--- src/sdram_cfg_regs.svh ---
// Offsets, fields and reset values of the SDRAM config block.
// Assumes byte addresses on a 32-bit Wishbone port.
//
// Overview of operation
// - 2-bit drive fields for data, address and command pins.
// - Memory clock is core clock divided by 2 to 5.
// - New ratio applies only on a launch bit rise.
// - Refresh interval in core clocks; zero disables.
// - Bank refreshes spaced 0, 1, 2 or 4 memory clocks.
// - Early setup drives address a clock before select.
// - Refresh test bit raises a refresh request.
// - Round robin or cpu first; urgent display always wins.
// - SMM window maps onto A0000 to BFFFF.
// - Program bit rise programs the SDRAMs.
// - 2-bit drive field for memory clock outputs.
// - Clock shift in half core clocks, on launch.
// - Read data latched one or two clocks after rise.
`ifndef SDRAM_CFG_REGS_SVH
`define SDRAM_CFG_REGS_SVH

`define OFS_CTRL_ONE 16'h8400
`define OFS_CTRL_TWO 16'h8404
`define OFS_BANK_CFG 16'h8408
`define OFS_SYNC_TIM 16'h840C
`define OFS_GFX_BASE 16'h8414
`define OFS_DIRTY_ADR 16'h8418
`define OFS_DIRTY_ACC 16'h841C

`define RST_CTRL_ONE 32'h248C_0040
`define RST_CTRL_TWO 32'h0000_0801
`define RST_BANK_CFG 32'h4110_4110
`define RST_SYNC_TIM 32'h2A73_3225
`define RST_ZERO 32'h0000_0000

`define F_DATA_DRV 31:30
`define F_ADDR_DRV 28:27
`define F_CMD_DRV 25:24
`define F_RATIO 20:18
`define B_LAUNCH 17
`define F_RFSH_INT 16:8
`define F_STAGGER 7:6
`define B_EARLY_ADR 5
`define B_RFSH_TEST 4
`define B_ROUND_ROBIN 3
`define B_SMM_REMAP 2
`define B_SDRAM_PROG 0
`define F_CLK_DRV 13:12
`define F_CLK_MASK 10:6
`define F_SHIFT 5:3
`define B_RD_PHASE 1
`define F_CAS_LAT 30:28

`define SMM_SRC_OFS 32'h0040_0000
`define SMM_DST 32'h000A_0000
`define SMM_SIZE 32'h0002_0000
`define RATIO_RSVD 3'h0
`define SHIFT_RSVD 3'h7

`endif

--- src/mem_cfg_pkg.sv ---
// Types shared by the SDRAM configuration block, its port checker and the bench.
// Assumes the constants header for all numbers.
package mem_cfg_pkg;

    typedef struct packed {
        logic [1:0] data_pin_drive;
        logic [1:0] addr_pin_drive;
        logic [1:0] cmd_pin_drive;
        logic [1:0] clock_pad_drive;
    } pad_drive_t;

    typedef struct packed {
        logic hp_disp;
        logic cpu;
        logic gfx;
        logic lp_disp;
    } arb_req_t;

    typedef enum logic [2:0] {
        RF_IDLE = 3'b001,
        RF_GAP = 3'b010,
        RF_SECOND = 3'b100
    } rfsh_state_t;

endpackage : mem_cfg_pkg

--- src/sdram_ctrl_config_regs.sv ---
// SDRAM controller config registers
// and the engines they steer:
// clock, refresh, setup, arbiter, remap.
// Assumes a Wishbone master on the core
// clock.
//
// Our own choice: the Wishbone slave port.
`include "sdram_cfg_regs.svh"
`timescale 1ns/10ps
module sdram_ctrl_config_regs #(
    parameter logic [31:0] CONFIG_BASE = 32'h4000_0000 // Arbitrary
) (
    // Clock and reset
    input wire logic sys_clk,
    input wire logic rst,
    // Wishbone slave
    input wire logic wb_cyc_i,
    input wire logic wb_stb_i,
    input wire logic wb_we_i,
    input wire logic [15:0] wb_adr_i,
    input wire logic [3:0] wb_sel_i,
    input wire logic [31:0] wb_dat_i,
    output logic [31:0] wb_dat_o,
    output logic wb_ack_o,
    // Pad controls
    output mem_cfg_pkg::pad_drive_t pad_drive,
    // Memory clock pins, two half-cycle samples each
    output logic [3:0][1:0] memory_clock_pin,
    output logic [1:0] feedback_clock_pin,
    output logic rd_latch_r,
    // Refresh
    output logic [1:0] refresh_bank_r,
    // Command issue
    input wire logic cmd_req,
    output logic addr_drive_r,
    output logic cs_n_r,
    // Arbitration
    input wire mem_cfg_pkg::arb_req_t arb_req,
    output mem_cfg_pkg::arb_req_t arb_grant_r,
    // SMM remap
    input wire logic [31:0] req_addr,
    output logic [31:0] phys_addr_r,
    output logic smm_hit_r,
    // Device programming
    output logic sdram_prog_r,
    output logic [2:0] cas_latency_r
);
    logic [31:0] mem_ctrl_one;
    logic [31:0] mem_ctrl_two;
    logic [31:0] bank_config;
    logic [31:0] sync_timing_one;
    logic [31:0] graphics_base_address;
    logic [31:0] dirty_ram_address;
    logic [31:0] dirty_ram_access;
    logic ack_r;
    logic wr_go;
    logic launch_prev_r;
    logic prog_prev_r;
    logic test_prev_r;
    logic launch_pulse_r;
    logic [1:0] clk_phase;
    logic clk_rise;
    logic rise_d_r;
    logic [8:0] rfsh_cnt_r;
    logic rfsh_pend_r;
    logic rfsh_tick;
    logic [2:0] gap_r;
    mem_cfg_pkg::rfsh_state_t rf_state_r;
    logic cs_pend_r;
    logic [1:0] rr_last_r;
    logic [31:0] smm_ofs;
    logic [4:0] mask_n;

    function automatic logic [31:0] merge(input logic [31:0] old,
                                          input logic [31:0] nw,
                                          input logic [3:0] sel);
        logic [31:0] r;
        r = old;
        for (int i = 0; i < 4; i++) begin
            if (sel[i]) begin
                r[i*8 +: 8] = nw[i*8 +: 8];
            end
        end
        merge = r;
    endfunction : merge

    function automatic logic hit(input logic [15:0] ofs);
        hit = wr_go && wb_adr_i == ofs;
    endfunction : hit

    // Stagger code to memory clock count
    function automatic logic [2:0] gap_of(input logic [1:0] code);
        case (code)
            2'b00: gap_of = 3'h0;
            2'b01: gap_of = 3'h1;
            2'b10: gap_of = 3'h2;
            default: gap_of = 3'h4;
        endcase
    endfunction : gap_of

    // Ack one cycle after the request
    assign wr_go = wb_cyc_i && wb_stb_i && wb_we_i && !ack_r;

    always_ff @(posedge sys_clk) begin
        if (rst) begin
            ack_r <= 1'b0;
        end else begin
            ack_r <= wb_cyc_i && wb_stb_i && !ack_r;
        end
    end

    assign wb_ack_o = ack_r;

    always_ff @(posedge sys_clk) begin
        if (rst) begin
            wb_dat_o <= `RST_ZERO;
        end else if (wb_cyc_i && wb_stb_i && !ack_r && !wb_we_i) begin
            case (wb_adr_i)
                `OFS_CTRL_ONE: wb_dat_o <= mem_ctrl_one;
                `OFS_CTRL_TWO: wb_dat_o <= mem_ctrl_two;
                `OFS_BANK_CFG: wb_dat_o <= bank_config;
                `OFS_SYNC_TIM: wb_dat_o <= sync_timing_one;
                `OFS_GFX_BASE: wb_dat_o <= graphics_base_address;
                `OFS_DIRTY_ADR: wb_dat_o <= dirty_ram_address;
                `OFS_DIRTY_ACC: wb_dat_o <= dirty_ram_access;
                default: wb_dat_o <= `RST_ZERO;
            endcase
        end
    end

    // Register storage
    always_ff @(posedge sys_clk) begin
        if (rst) begin
            mem_ctrl_one <= `RST_CTRL_ONE;
            mem_ctrl_two <= `RST_CTRL_TWO;
            bank_config <= `RST_BANK_CFG;
            sync_timing_one <= `RST_SYNC_TIM;
            graphics_base_address <= `RST_ZERO;
            dirty_ram_address <= `RST_ZERO;
            dirty_ram_access <= `RST_ZERO;
        end else begin
            if (hit(`OFS_CTRL_ONE)) begin
                mem_ctrl_one <= merge(mem_ctrl_one, wb_dat_i, wb_sel_i);
            end
            if (hit(`OFS_CTRL_TWO)) begin
                mem_ctrl_two <= merge(mem_ctrl_two, wb_dat_i, wb_sel_i);
            end
            if (hit(`OFS_BANK_CFG)) begin
                bank_config <= merge(bank_config, wb_dat_i, wb_sel_i);
            end
            if (hit(`OFS_SYNC_TIM)) begin
                sync_timing_one <= merge(sync_timing_one, wb_dat_i,
                                         wb_sel_i);
            end
            if (hit(`OFS_GFX_BASE)) begin
                graphics_base_address <= merge(graphics_base_address,
                                               wb_dat_i, wb_sel_i);
            end
            if (hit(`OFS_DIRTY_ADR)) begin
                dirty_ram_address <= merge(dirty_ram_address, wb_dat_i,
                                           wb_sel_i);
            end
            if (hit(`OFS_DIRTY_ACC)) begin
                dirty_ram_access <= merge(dirty_ram_access, wb_dat_i,
                                          wb_sel_i);
            end
        end
    end

    // Pad drives straight from register flops
    assign pad_drive.data_pin_drive = mem_ctrl_one[`F_DATA_DRV];
    assign pad_drive.addr_pin_drive = mem_ctrl_one[`F_ADDR_DRV];
    assign pad_drive.cmd_pin_drive = mem_ctrl_one[`F_CMD_DRV];
    assign pad_drive.clock_pad_drive = mem_ctrl_two[`F_CLK_DRV];

    // Edge detection on the trigger bits
    always_ff @(posedge sys_clk) begin
        if (rst) begin
            launch_prev_r <= 1'b0;
            prog_prev_r <= 1'b0;
            test_prev_r <= 1'b0;
            launch_pulse_r <= 1'b0;
            sdram_prog_r <= 1'b0;
        end else begin
            launch_prev_r <= mem_ctrl_one[`B_LAUNCH];
            prog_prev_r <= mem_ctrl_one[`B_SDRAM_PROG];
            test_prev_r <= mem_ctrl_one[`B_RFSH_TEST];
            launch_pulse_r <= mem_ctrl_one[`B_LAUNCH]
                && !launch_prev_r;
            sdram_prog_r <= mem_ctrl_one[`B_SDRAM_PROG]
                && !prog_prev_r;
        end
    end

    // Latency held for the programming sequence
    always_ff @(posedge sys_clk) begin
        if (rst) begin
            cas_latency_r <= 3'h2;
        end else if (mem_ctrl_one[`B_SDRAM_PROG] && !prog_prev_r) begin
            cas_latency_r <= sync_timing_one[`F_CAS_LAT];
        end
    end

    sdram_clk_gen u_clk (
        .sys_clk(sys_clk),
        .rst(rst),
        .launch(launch_pulse_r),
        .ratio(mem_ctrl_one[`F_RATIO]),
        .shift(mem_ctrl_two[`F_SHIFT]),
        .phase_r(clk_phase),
        .rise_r(clk_rise),
        .running_r()
    );

    // Masks are re-registered so pins come from flops
    assign mask_n = mem_ctrl_two[`F_CLK_MASK];

    always_ff @(posedge sys_clk) begin
        if (rst) begin
            feedback_clock_pin <= 2'b00;
        end else begin
            feedback_clock_pin <= mask_n[4] ? 2'b00 : clk_phase;
        end
    end

    for (genvar g = 0; g < 4; g++) begin : g_clk_pin
        always_ff @(posedge sys_clk) begin
            if (rst) begin
                memory_clock_pin[g] <= 2'b00;
            end else begin
                memory_clock_pin[g] <= mask_n[g] ? 2'b00 : clk_phase;
            end
        end
    end

    // Read data strobe after memory clock rise
    always_ff @(posedge sys_clk) begin
        if (rst) begin
            rise_d_r <= 1'b0;
            rd_latch_r <= 1'b0;
        end else begin
            rise_d_r <= clk_rise;
            rd_latch_r <= mem_ctrl_two[`B_RD_PHASE]
                ? rise_d_r : clk_rise;
        end
    end

    // Refresh interval counter
    assign rfsh_tick = mem_ctrl_one[`F_RFSH_INT] != 9'h000
        && rfsh_cnt_r >= mem_ctrl_one[`F_RFSH_INT] - 9'h001;

    always_ff @(posedge sys_clk) begin
        if (rst) begin
            rfsh_cnt_r <= 9'h000;
        end else if (mem_ctrl_one[`F_RFSH_INT] == 9'h000) begin
            rfsh_cnt_r <= 9'h000;
        end else if (rfsh_tick) begin
            rfsh_cnt_r <= 9'h000;
        end else begin
            rfsh_cnt_r <= rfsh_cnt_r + 9'h001;
        end
    end

    // Pending request; a new request wins over the clear
    always_ff @(posedge sys_clk) begin
        if (rst) begin
            rfsh_pend_r <= 1'b0;
        end else if (rfsh_tick || (mem_ctrl_one[`B_RFSH_TEST]
                     && !test_prev_r)) begin
            rfsh_pend_r <= 1'b1;
        end else if (rf_state_r == mem_cfg_pkg::RF_IDLE) begin
            rfsh_pend_r <= 1'b0;
        end
    end

    // Bank refresh sequencer
    always_ff @(posedge sys_clk) begin
        if (rst) begin
            rf_state_r <= mem_cfg_pkg::RF_IDLE;
            refresh_bank_r <= 2'b00;
            gap_r <= 3'h0;
        end else begin
            refresh_bank_r <= 2'b00;
            case (rf_state_r)
                mem_cfg_pkg::RF_IDLE: begin
                    if (rfsh_pend_r) begin
                        gap_r <= gap_of(mem_ctrl_one[`F_STAGGER]);
                        if (mem_ctrl_one[`F_STAGGER] == 2'b00) begin
                            refresh_bank_r <= 2'b11;
                        end else begin
                            refresh_bank_r <= 2'b01;
                            rf_state_r <= mem_cfg_pkg::RF_GAP;
                        end
                    end
                end
                mem_cfg_pkg::RF_GAP: begin
                    if (clk_rise) begin
                        gap_r <= gap_r - 3'h1;
                        if (gap_r == 3'h1) begin
                            rf_state_r <= mem_cfg_pkg::RF_SECOND;
                        end
                    end
                end
                mem_cfg_pkg::RF_SECOND: begin
                    refresh_bank_r <= 2'b10;
                    rf_state_r <= mem_cfg_pkg::RF_IDLE;
                end
                default: begin
                    rf_state_r <= mem_cfg_pkg::RF_IDLE;
                end
            endcase
        end
    end

    // Address and chip select for one command
    always_ff @(posedge sys_clk) begin
        if (rst) begin
            addr_drive_r <= 1'b0;
            cs_n_r <= 1'b1;
            cs_pend_r <= 1'b0;
        end else if (cmd_req) begin
            addr_drive_r <= 1'b1;
            cs_pend_r <= mem_ctrl_one[`B_EARLY_ADR];
            cs_n_r <= mem_ctrl_one[`B_EARLY_ADR];
        end else if (cs_pend_r) begin
            cs_pend_r <= 1'b0;
            cs_n_r <= 1'b0;
        end else begin
            addr_drive_r <= 1'b0;
            cs_n_r <= 1'b1;
        end
    end

    // Arbiter; urgent display requests never wait
    always_ff @(posedge sys_clk) begin
        if (rst) begin
            arb_grant_r <= '0;
            rr_last_r <= 2'd0;
        end else begin
            arb_grant_r <= '0;
            if (arb_req.hp_disp) begin
                arb_grant_r.hp_disp <= 1'b1;
            end else if (!mem_ctrl_one[`B_ROUND_ROBIN]) begin
                if (arb_req.cpu) begin
                    arb_grant_r.cpu <= 1'b1;
                end else if (arb_req.gfx) begin
                    arb_grant_r.gfx <= 1'b1;
                end else if (arb_req.lp_disp) begin
                    arb_grant_r.lp_disp <= 1'b1;
                end
            end else begin
                // Search starts just past the last winner
                case (rr_last_r)
                    2'd0: begin
                        if (arb_req.gfx) begin
                            arb_grant_r.gfx <= 1'b1;
                            rr_last_r <= 2'd1;
                        end else if (arb_req.lp_disp) begin
                            arb_grant_r.lp_disp <= 1'b1;
                            rr_last_r <= 2'd2;
                        end else if (arb_req.cpu) begin
                            arb_grant_r.cpu <= 1'b1;
                        end
                    end
                    2'd1: begin
                        if (arb_req.lp_disp) begin
                            arb_grant_r.lp_disp <= 1'b1;
                            rr_last_r <= 2'd2;
                        end else if (arb_req.cpu) begin
                            arb_grant_r.cpu <= 1'b1;
                            rr_last_r <= 2'd0;
                        end else if (arb_req.gfx) begin
                            arb_grant_r.gfx <= 1'b1;
                        end
                    end
                    default: begin
                        if (arb_req.cpu) begin
                            arb_grant_r.cpu <= 1'b1;
                            rr_last_r <= 2'd0;
                        end else if (arb_req.gfx) begin
                            arb_grant_r.gfx <= 1'b1;
                            rr_last_r <= 2'd1;
                        end else if (arb_req.lp_disp) begin
                            arb_grant_r.lp_disp <= 1'b1;
                            rr_last_r <= 2'd2;
                        end
                    end
                endcase
            end
        end
    end

    // SMM window remap
    assign smm_ofs = req_addr - (CONFIG_BASE + `SMM_SRC_OFS);

    always_ff @(posedge sys_clk) begin
        if (rst) begin
            phys_addr_r <= `RST_ZERO;
            smm_hit_r <= 1'b0;
        end else if (mem_ctrl_one[`B_SMM_REMAP] && smm_ofs < `SMM_SIZE) begin
            phys_addr_r <= `SMM_DST + smm_ofs;
            smm_hit_r <= 1'b1;
        end else begin
            phys_addr_r <= req_addr;
            smm_hit_r <= 1'b0;
        end
    end

endmodule : sdram_ctrl_config_regs

--- src/sdram_clk_gen.sv ---
// Memory clock maker in half-cycle steps.
// Assumes launch is a one-cycle pulse.
`timescale 1ns/10ps
module sdram_clk_gen (
    // Clock and reset
    input wire logic sys_clk,
    input wire logic rst,
    // Settings
    input wire logic launch,
    input wire logic [2:0] ratio,
    input wire logic [2:0] shift,
    // Clock out: bit 1 first half of core cycle, bit 0 second half
    output logic [1:0] phase_r,
    output logic rise_r,
    output logic running_r
);
    logic [3:0] period_r;
    logic [3:0] pos_r;
    logic [3:0] q1;
    logic [3:0] new_p;

    function automatic logic [3:0] wrap(input logic [4:0] v,
                                        input logic [3:0] p);
        logic [4:0] t;
        t = (v >= {1'b0, p}) ? v - {1'b0, p} : v;
        wrap = (t >= {1'b0, p}) ? 4'(t - {1'b0, p}) : t[3:0];
    endfunction : wrap

    // Odd periods keep the extra half cycle high
    function automatic logic level(input logic [3:0] q,
                                   input logic [3:0] p);
        logic [4:0] hi;
        hi = ({1'b0, p} + 5'h01) >> 1;
        level = {1'b0, q} < hi;
    endfunction : level

    assign new_p = 4'(ratio) + 4'h3;
    assign q1 = wrap({1'b0, pos_r} + 5'h01, period_r);

    // Reserved codes leave the old setting running
    always_ff @(posedge sys_clk) begin
        if (rst) begin
            period_r <= 4'h6;
            pos_r <= 4'h0;
            running_r <= 1'b0;
        end else if (launch && ratio != `RATIO_RSVD
                     && shift != `SHIFT_RSVD) begin
            period_r <= new_p;
            pos_r <= wrap({new_p, 1'b0} - {2'b00, shift}, new_p);
            running_r <= 1'b1;
        end else begin
            pos_r <= wrap({1'b0, pos_r} + 5'h02, period_r);
        end
    end

    always_ff @(posedge sys_clk) begin
        if (rst) begin
            phase_r <= 2'b00;
            rise_r <= 1'b0;
        end else if (running_r) begin
            phase_r <= {level(pos_r, period_r), level(q1, period_r)};
            rise_r <= (pos_r == 4'h0) || (q1 == 4'h0);
        end else begin
            phase_r <= 2'b00;
            rise_r <= 1'b0;
        end
    end

endmodule : sdram_clk_gen

--- config.mk ---
export PLATFORM = sky130hd
export DESIGN_NAME = sdram_ctrl_config_regs
export DESIGN_NICKNAME = d
export VERILOG_FILES = /design/src/mem_cfg_pkg.sv /design/src/sdram_ctrl_config_regs.sv /design/src/sdram_clk_gen.sv
export VERILOG_INCLUDE_DIRS = /design/src
export SDC_FILE = /design/constraint.sdc
export NUM_CORES = 1
export LEC_CHECK = 0
export ABC_CLOCK_PERIOD_IN_PS = 9300
export BUFFER_PORTS_ARGS = -buffer_cell sky130_fd_sc_hd__buf_4
export CAP_MARGIN = 20
export CORE_MARGIN = 2
export CORE_UTILIZATION = 41
export CTS_CLUSTER_SIZE = 10
export DETAILED_ROUTE_END_ITERATION = 7
export GPL_TIMING_DRIVEN = 0
export MAX_ROUTING_LAYER = met4
export SYNTH_ARGS = -nofsm -noshare
export SYNTH_HDL_FRONTEND = slang
export SYNTH_SLANG_ARGS = --single-unit
--- constraint.sdc ---
create_clock -name sys_clk -period 9.3 [get_ports sys_clk]
set_input_delay 0.465 -clock sys_clk [delete_from_list [all_inputs] [get_ports sys_clk]]
set_output_delay 0.465 -clock sys_clk [all_outputs]
set_load 0.02 [all_outputs]
==> metrics.log <==
[metrics] DP HPWL: 38.0 mm
[metrics] first-pass iteration count of the detailed router: 8
[metrics] FF-to-FF Start: mem_ctrl_one[18]$_SDFFE_PP1P_
[metrics] power density over the cells: 198 nW/µm²
[metrics] initial cell density of the core: 0.417
[metrics] CTS tree: built
[metrics] count of yosys warnings during synthesis: 0
[metrics] register bit count reported by yosys: 349
[metrics] run status: finished, violations left
[metrics] overall via count from detail_route: 14300
[metrics] Worst Hold Depth: 2
[metrics] Netlist Area Pre-Place: 15300 µm²
[metrics] worst skew pair latency: 0.56 ns
[metrics] maximum clock frequency: 190 MHz
[metrics] Place WS: 4.14 ns
[metrics] critical hold path startpoint: req_addr[14]
[metrics] syn nets: 1971
[metrics] quantity of gates resized following cts: 0
[metrics] worst relative slew slack: 0.271
[metrics] crit path launch type: flip-flop
[metrics] final std cells w/o fill: 2525
[metrics] post-CTS setup-driven buffer insertion count: 0
[metrics] maximum buffer depth of the clock tree: 3
[metrics] count of endpoints failing setup in the final report: 0
[metrics] switching portion of total power: 0.266
[metrics] # H-tree levels: 2
[metrics] hold_ws: 0.125 ns
[metrics] final weighted congestion in routability-driven placement: 0.951
[metrics] Post-route DRC: 2
[metrics] clk root buf: sky130_fd_sc_hd__clkbuf_16
[metrics] clock sink count: 349
[metrics] leakage power summed over all cells: 7.29 nW
[metrics] number of global-route vias before repair: 13600
[metrics] r2r worst-path depth: 18
[metrics] combinational group share of total power: 0.169
[metrics] largest cells by area after synthesis: sky130_fd_sc_hd__dfxtp_1 46%, sky130_fd_sc_hd__nand2_1 12%, sky130_fd_sc_hd__a21oi_1 7.2%
[metrics] Final WS setup: 4.03 ns
[metrics] net switching power figure: 0.000970 W
[metrics] failing checks: DRC
[metrics] most used flip-flop cell after synthesis: sky130_fd_sc_hd__dfxtp_1
[metrics] clock transition at the registers of the reported paths: 0.06 ns
[metrics] placeable core area: 36600 µm²
[metrics] Worst Hold End: phys_addr_r[14]$_SDFF_PP0_
[metrics] cell count after placement: 2470
[metrics] Post-Synthesis Mean Instance Area: 8.41 µm²
[metrics] Top Ports: 191
[metrics] critical path endpoint category: flip-flop
[metrics] number of nets still failing antenna checks after routing: 0
[metrics] number of buffers added by the clock tree synthesis step: 42
[metrics] cts hold-fix bufs: 0
[metrics] type of the worst setup path: flip-flop to flip-flop
[metrics] fraction of layout instances using a drive strength above 1: 0.147
[metrics] number of flops mapped to enable cells by yosys: 0
[metrics] final antenna diode count: 0
[metrics] Synth area leader: sky130_fd_sc_hd__dfxtp_1
[metrics] ratio of final minimum period to clock period: 0.567
[metrics] Reg2Reg Setup Slack: 4.03 ns
[metrics] combined global-route utilization of all metal layers: 0.274
[metrics] wirelength, routed: 52.2 mm
[metrics] total negative slack: 0 ns
[metrics] grt ovf: 0
[metrics] Fin. Hold Viols: 0
[metrics] FFs w/ async S/R, synth: 0
[metrics] sequential fraction of design power: 0.418
[metrics] Die Span X: 197 µm
[metrics] average detailed-routed wire length per instance: 20.7 µm
[metrics] post-synth top area share: 0.458
[metrics] max-slew violation count: 0
[metrics] post-synth cell types: 70
[metrics] share of power burned in the clock network: 0.413
[metrics] Finished Core Util: 0.505
[metrics] wire length of the first global-routing pass: 79.2 mm
[metrics] setup repair after global routing missed its margin: no
[metrics] highest net fanout along the worst path: 6
[metrics] PortBufs: 187
[metrics] Worst-Margin Slew: 1.08 ns
[metrics] maximum number of pins on one net before global-route repair: 11
[metrics] Rows: 70
[metrics] Die Area: 38800 µm²
[metrics] Peak VDD IR: 0.132 mV
[metrics] worst clock skew: 0.0173 ns
[metrics] worst path arrival time: 5.76 ns
[metrics] initial antenna violation count: 0
[metrics] layout net count: 2202
[metrics] via density per instance: 5.67
[metrics] class of the tightest hold or removal check: primary input to flip-flop
[metrics] post-synthesis cell count: 1815
[metrics] area growth from synthesis to layout: 21.0%
[metrics] capturing point of the worst reg2reg path: u_clk.pos_r[0]$_SDFF_PP0_
[metrics] die span in y: 197 µm
[metrics] DRT iter0 DRCs: 1432
[metrics] portion of the post-synthesis area used by sequential elements: 0.458
[metrics] max-cap violations: 0
[metrics] required arrival time at the worst endpoint: 9.79 ns
[metrics] crit path time final: 5.27 ns
[metrics] internal power of the cells: 0.00268 W
-- state kept, by name, indices dropped and copies added (netlist names), 3 cells and up --
name	flops
u_clk.period_r	4
arb_grant_r	4
phys_addr_r	32
bank_config	32
wb_dat_o	32
mem_ctrl_one	32
dirty_ram_address	32
graphics_base_address	32
u_clk.pos_r	4
rf_state_r	3
gap_r	3
sync_timing_one	32
dirty_ram_access	32
rfsh_cnt_r	9
mem_ctrl_two	32
memory_clock_pin	8
cas_latency_r	3
-- metal layers --
metal	track usage	wire [µm]	vias to the layer above
li1	-	-	6778
met5	-	0	-
met4	0.0966	1660	0
met2	0.426	23600	670
met1	0.355	22600	6762
met3	0.0553	4330	118
-- logic make-up (layout without fill, tap and decap cells) --
group / count (synthesis) / after routing / share of synthesized area
AOI/OAI and AO/OA: 456 / 456 / 0.189
xor gates and xnor gates: 34 / 34 / 0.0195
DFF: 349 / 349 / 0.458
buffers and inverters: 117 / 359 / 0.0320
adders and majority gates: 62 / 62 / 0.0542
muxes: 30 / 30 / 0.0206
and+or+nand+nor: 767 / 767 / 0.227
-- cell usage in the layout, fill, tap and decap left out, drive strengths merged, types with 3 or more instances in the layout --
cell type    n
nor3        16
a22oi       65
a21oi      220
nand3       42
a21o        42
and3        12
ha          55
o21ai       16
or4          3
buf        205
xnor2       16
inv         36
a211oi       8
o211ai       9
nor4         8
and2        13
a31oi       36
nand2      493
clkbuf     114
fa           7
nand3b       7
nor4b        3
o22ai        3
nor2b       42
o21a         4
mux2i       19
dfxtp      349
a21boi       4
mux2        11
nor2       107
nand2b       7
a222oi      32
xor2        18
nand4        5
a41oi        3
-- worst max-delay path by stage --
stage,from,cells after the start,endpoint
after floorplan,mem_ctrl_one[18]$_SDFFE_PP1P_,18,u_clk.pos_r[0]$_SDFF_PP0_
after global placement,mem_ctrl_one[18]$_SDFFE_PP1P_,18,u_clk.pos_r[0]$_SDFF_PP0_
after detailed placement,mem_ctrl_one[18]$_SDFFE_PP1P_,18,u_clk.pos_r[0]$_SDFF_PP0_
after CTS,mem_ctrl_one[18]$_SDFFE_PP1P_,18,u_clk.pos_r[0]$_SDFF_PP0_
after global routing,mem_ctrl_one[18]$_SDFFE_PP1P_,18,u_clk.pos_r[0]$_SDFF_PP0_
final,mem_ctrl_one[18]$_SDFFE_PP1P_,18,u_clk.pos_r[0]$_SDFF_PP0_
-- through the flow --
| stage | instance area (µm²) | power (W) |
|---|---|---|
| after floorplan | 15300 | 0.00198 |
| after global placement | 17300 | 0.00215 |
| after detailed placement | 17300 | 0.00217 |
| after CTS | 18500 | 0.00367 |
| after global routing | 18500 | 0.00381 |
| final | 18500 | 0.00365 |
-- worst max-delay path, stage by stage, from the launching register on --
cell and delay, ns:
sky130_fd_sc_hd__dfxtp_1 0.50, sky130_fd_sc_hd__inv_1 0.26, sky130_fd_sc_hd__ha_1 0.53, sky130_fd_sc_hd__inv_1 0.08, sky130_fd_sc_hd__ha_1 0.32, sky130_fd_sc_hd__a21oi_1 0.17
sky130_fd_sc_hd__xnor2_1 0.18, sky130_fd_sc_hd__ha_1 0.31, sky130_fd_sc_hd__a41o_1 0.25, sky130_fd_sc_hd__nand2b_1 0.18, sky130_fd_sc_hd__nor2_1 0.27, sky130_fd_sc_hd__mux2_2 0.39
sky130_fd_sc_hd__ha_1 0.28, sky130_fd_sc_hd__o21ai_0 0.16, sky130_fd_sc_hd__a21oi_1 0.09, sky130_fd_sc_hd__a211oi_1 0.35, sky130_fd_sc_hd__and2_0 0.30, sky130_fd_sc_hd__mux2_2 0.39
sky130_fd_sc_hd__a21oi_1 0.16
-- synthesized netlist by cell type (8+ instances only) --
master and count:
sky130_fd_sc_hd__nand2_1 493, sky130_fd_sc_hd__dfxtp_1 349, sky130_fd_sc_hd__a21oi_1 220, sky130_fd_sc_hd__nor2_1 89, sky130_fd_sc_hd__a22oi_1 65, sky130_fd_sc_hd__clkbuf_1 61, sky130_fd_sc_hd__ha_1 55, sky130_fd_sc_hd__a21o_1 42
sky130_fd_sc_hd__nand3_1 42, sky130_fd_sc_hd__nor2b_1 42, sky130_fd_sc_hd__a31oi_1 36, sky130_fd_sc_hd__inv_1 35, sky130_fd_sc_hd__a222oi_1 32, sky130_fd_sc_hd__mux2i_1 19, sky130_fd_sc_hd__xor2_1 18, sky130_fd_sc_hd__xnor2_1 16
sky130_fd_sc_hd__o21ai_0 15, sky130_fd_sc_hd__nor3_1 14, sky130_fd_sc_hd__and2_1 12, sky130_fd_sc_hd__and3_1 12, sky130_fd_sc_hd__mux2_2 11, sky130_fd_sc_hd__buf_2 9, sky130_fd_sc_hd__nor2_2 9, sky130_fd_sc_hd__o211ai_1 9
sky130_fd_sc_hd__a211oi_1 8, sky130_fd_sc_hd__buf_4 8
-- power by group through the flow --
stage	Sequential [W]	Combinational, W	Clock, W
4_1_cts	0.00153	0.000613	0.00153
6_report	0.00153	0.000617	0.00151
3_5_place_dp	0.00156	0.000607	0
2_1_floorplan	0.00157	0.000417	0
3_3_place_gp	0.00156	0.000588	0
5_1_grt	0.00153	0.000688	0.00159
-- cell type report --
type	instances	area [µm²]
clock inverter	3	42.5
fill	3528	18100
buffer	80	350
sequential	349	6990
inverter	37	139
tap	468	586
multi-input combinational	1349	7790
clock buffer	52	1170
timing repair buffer	187	1400
No activity file was read; power rests on OpenSTA's default activity.
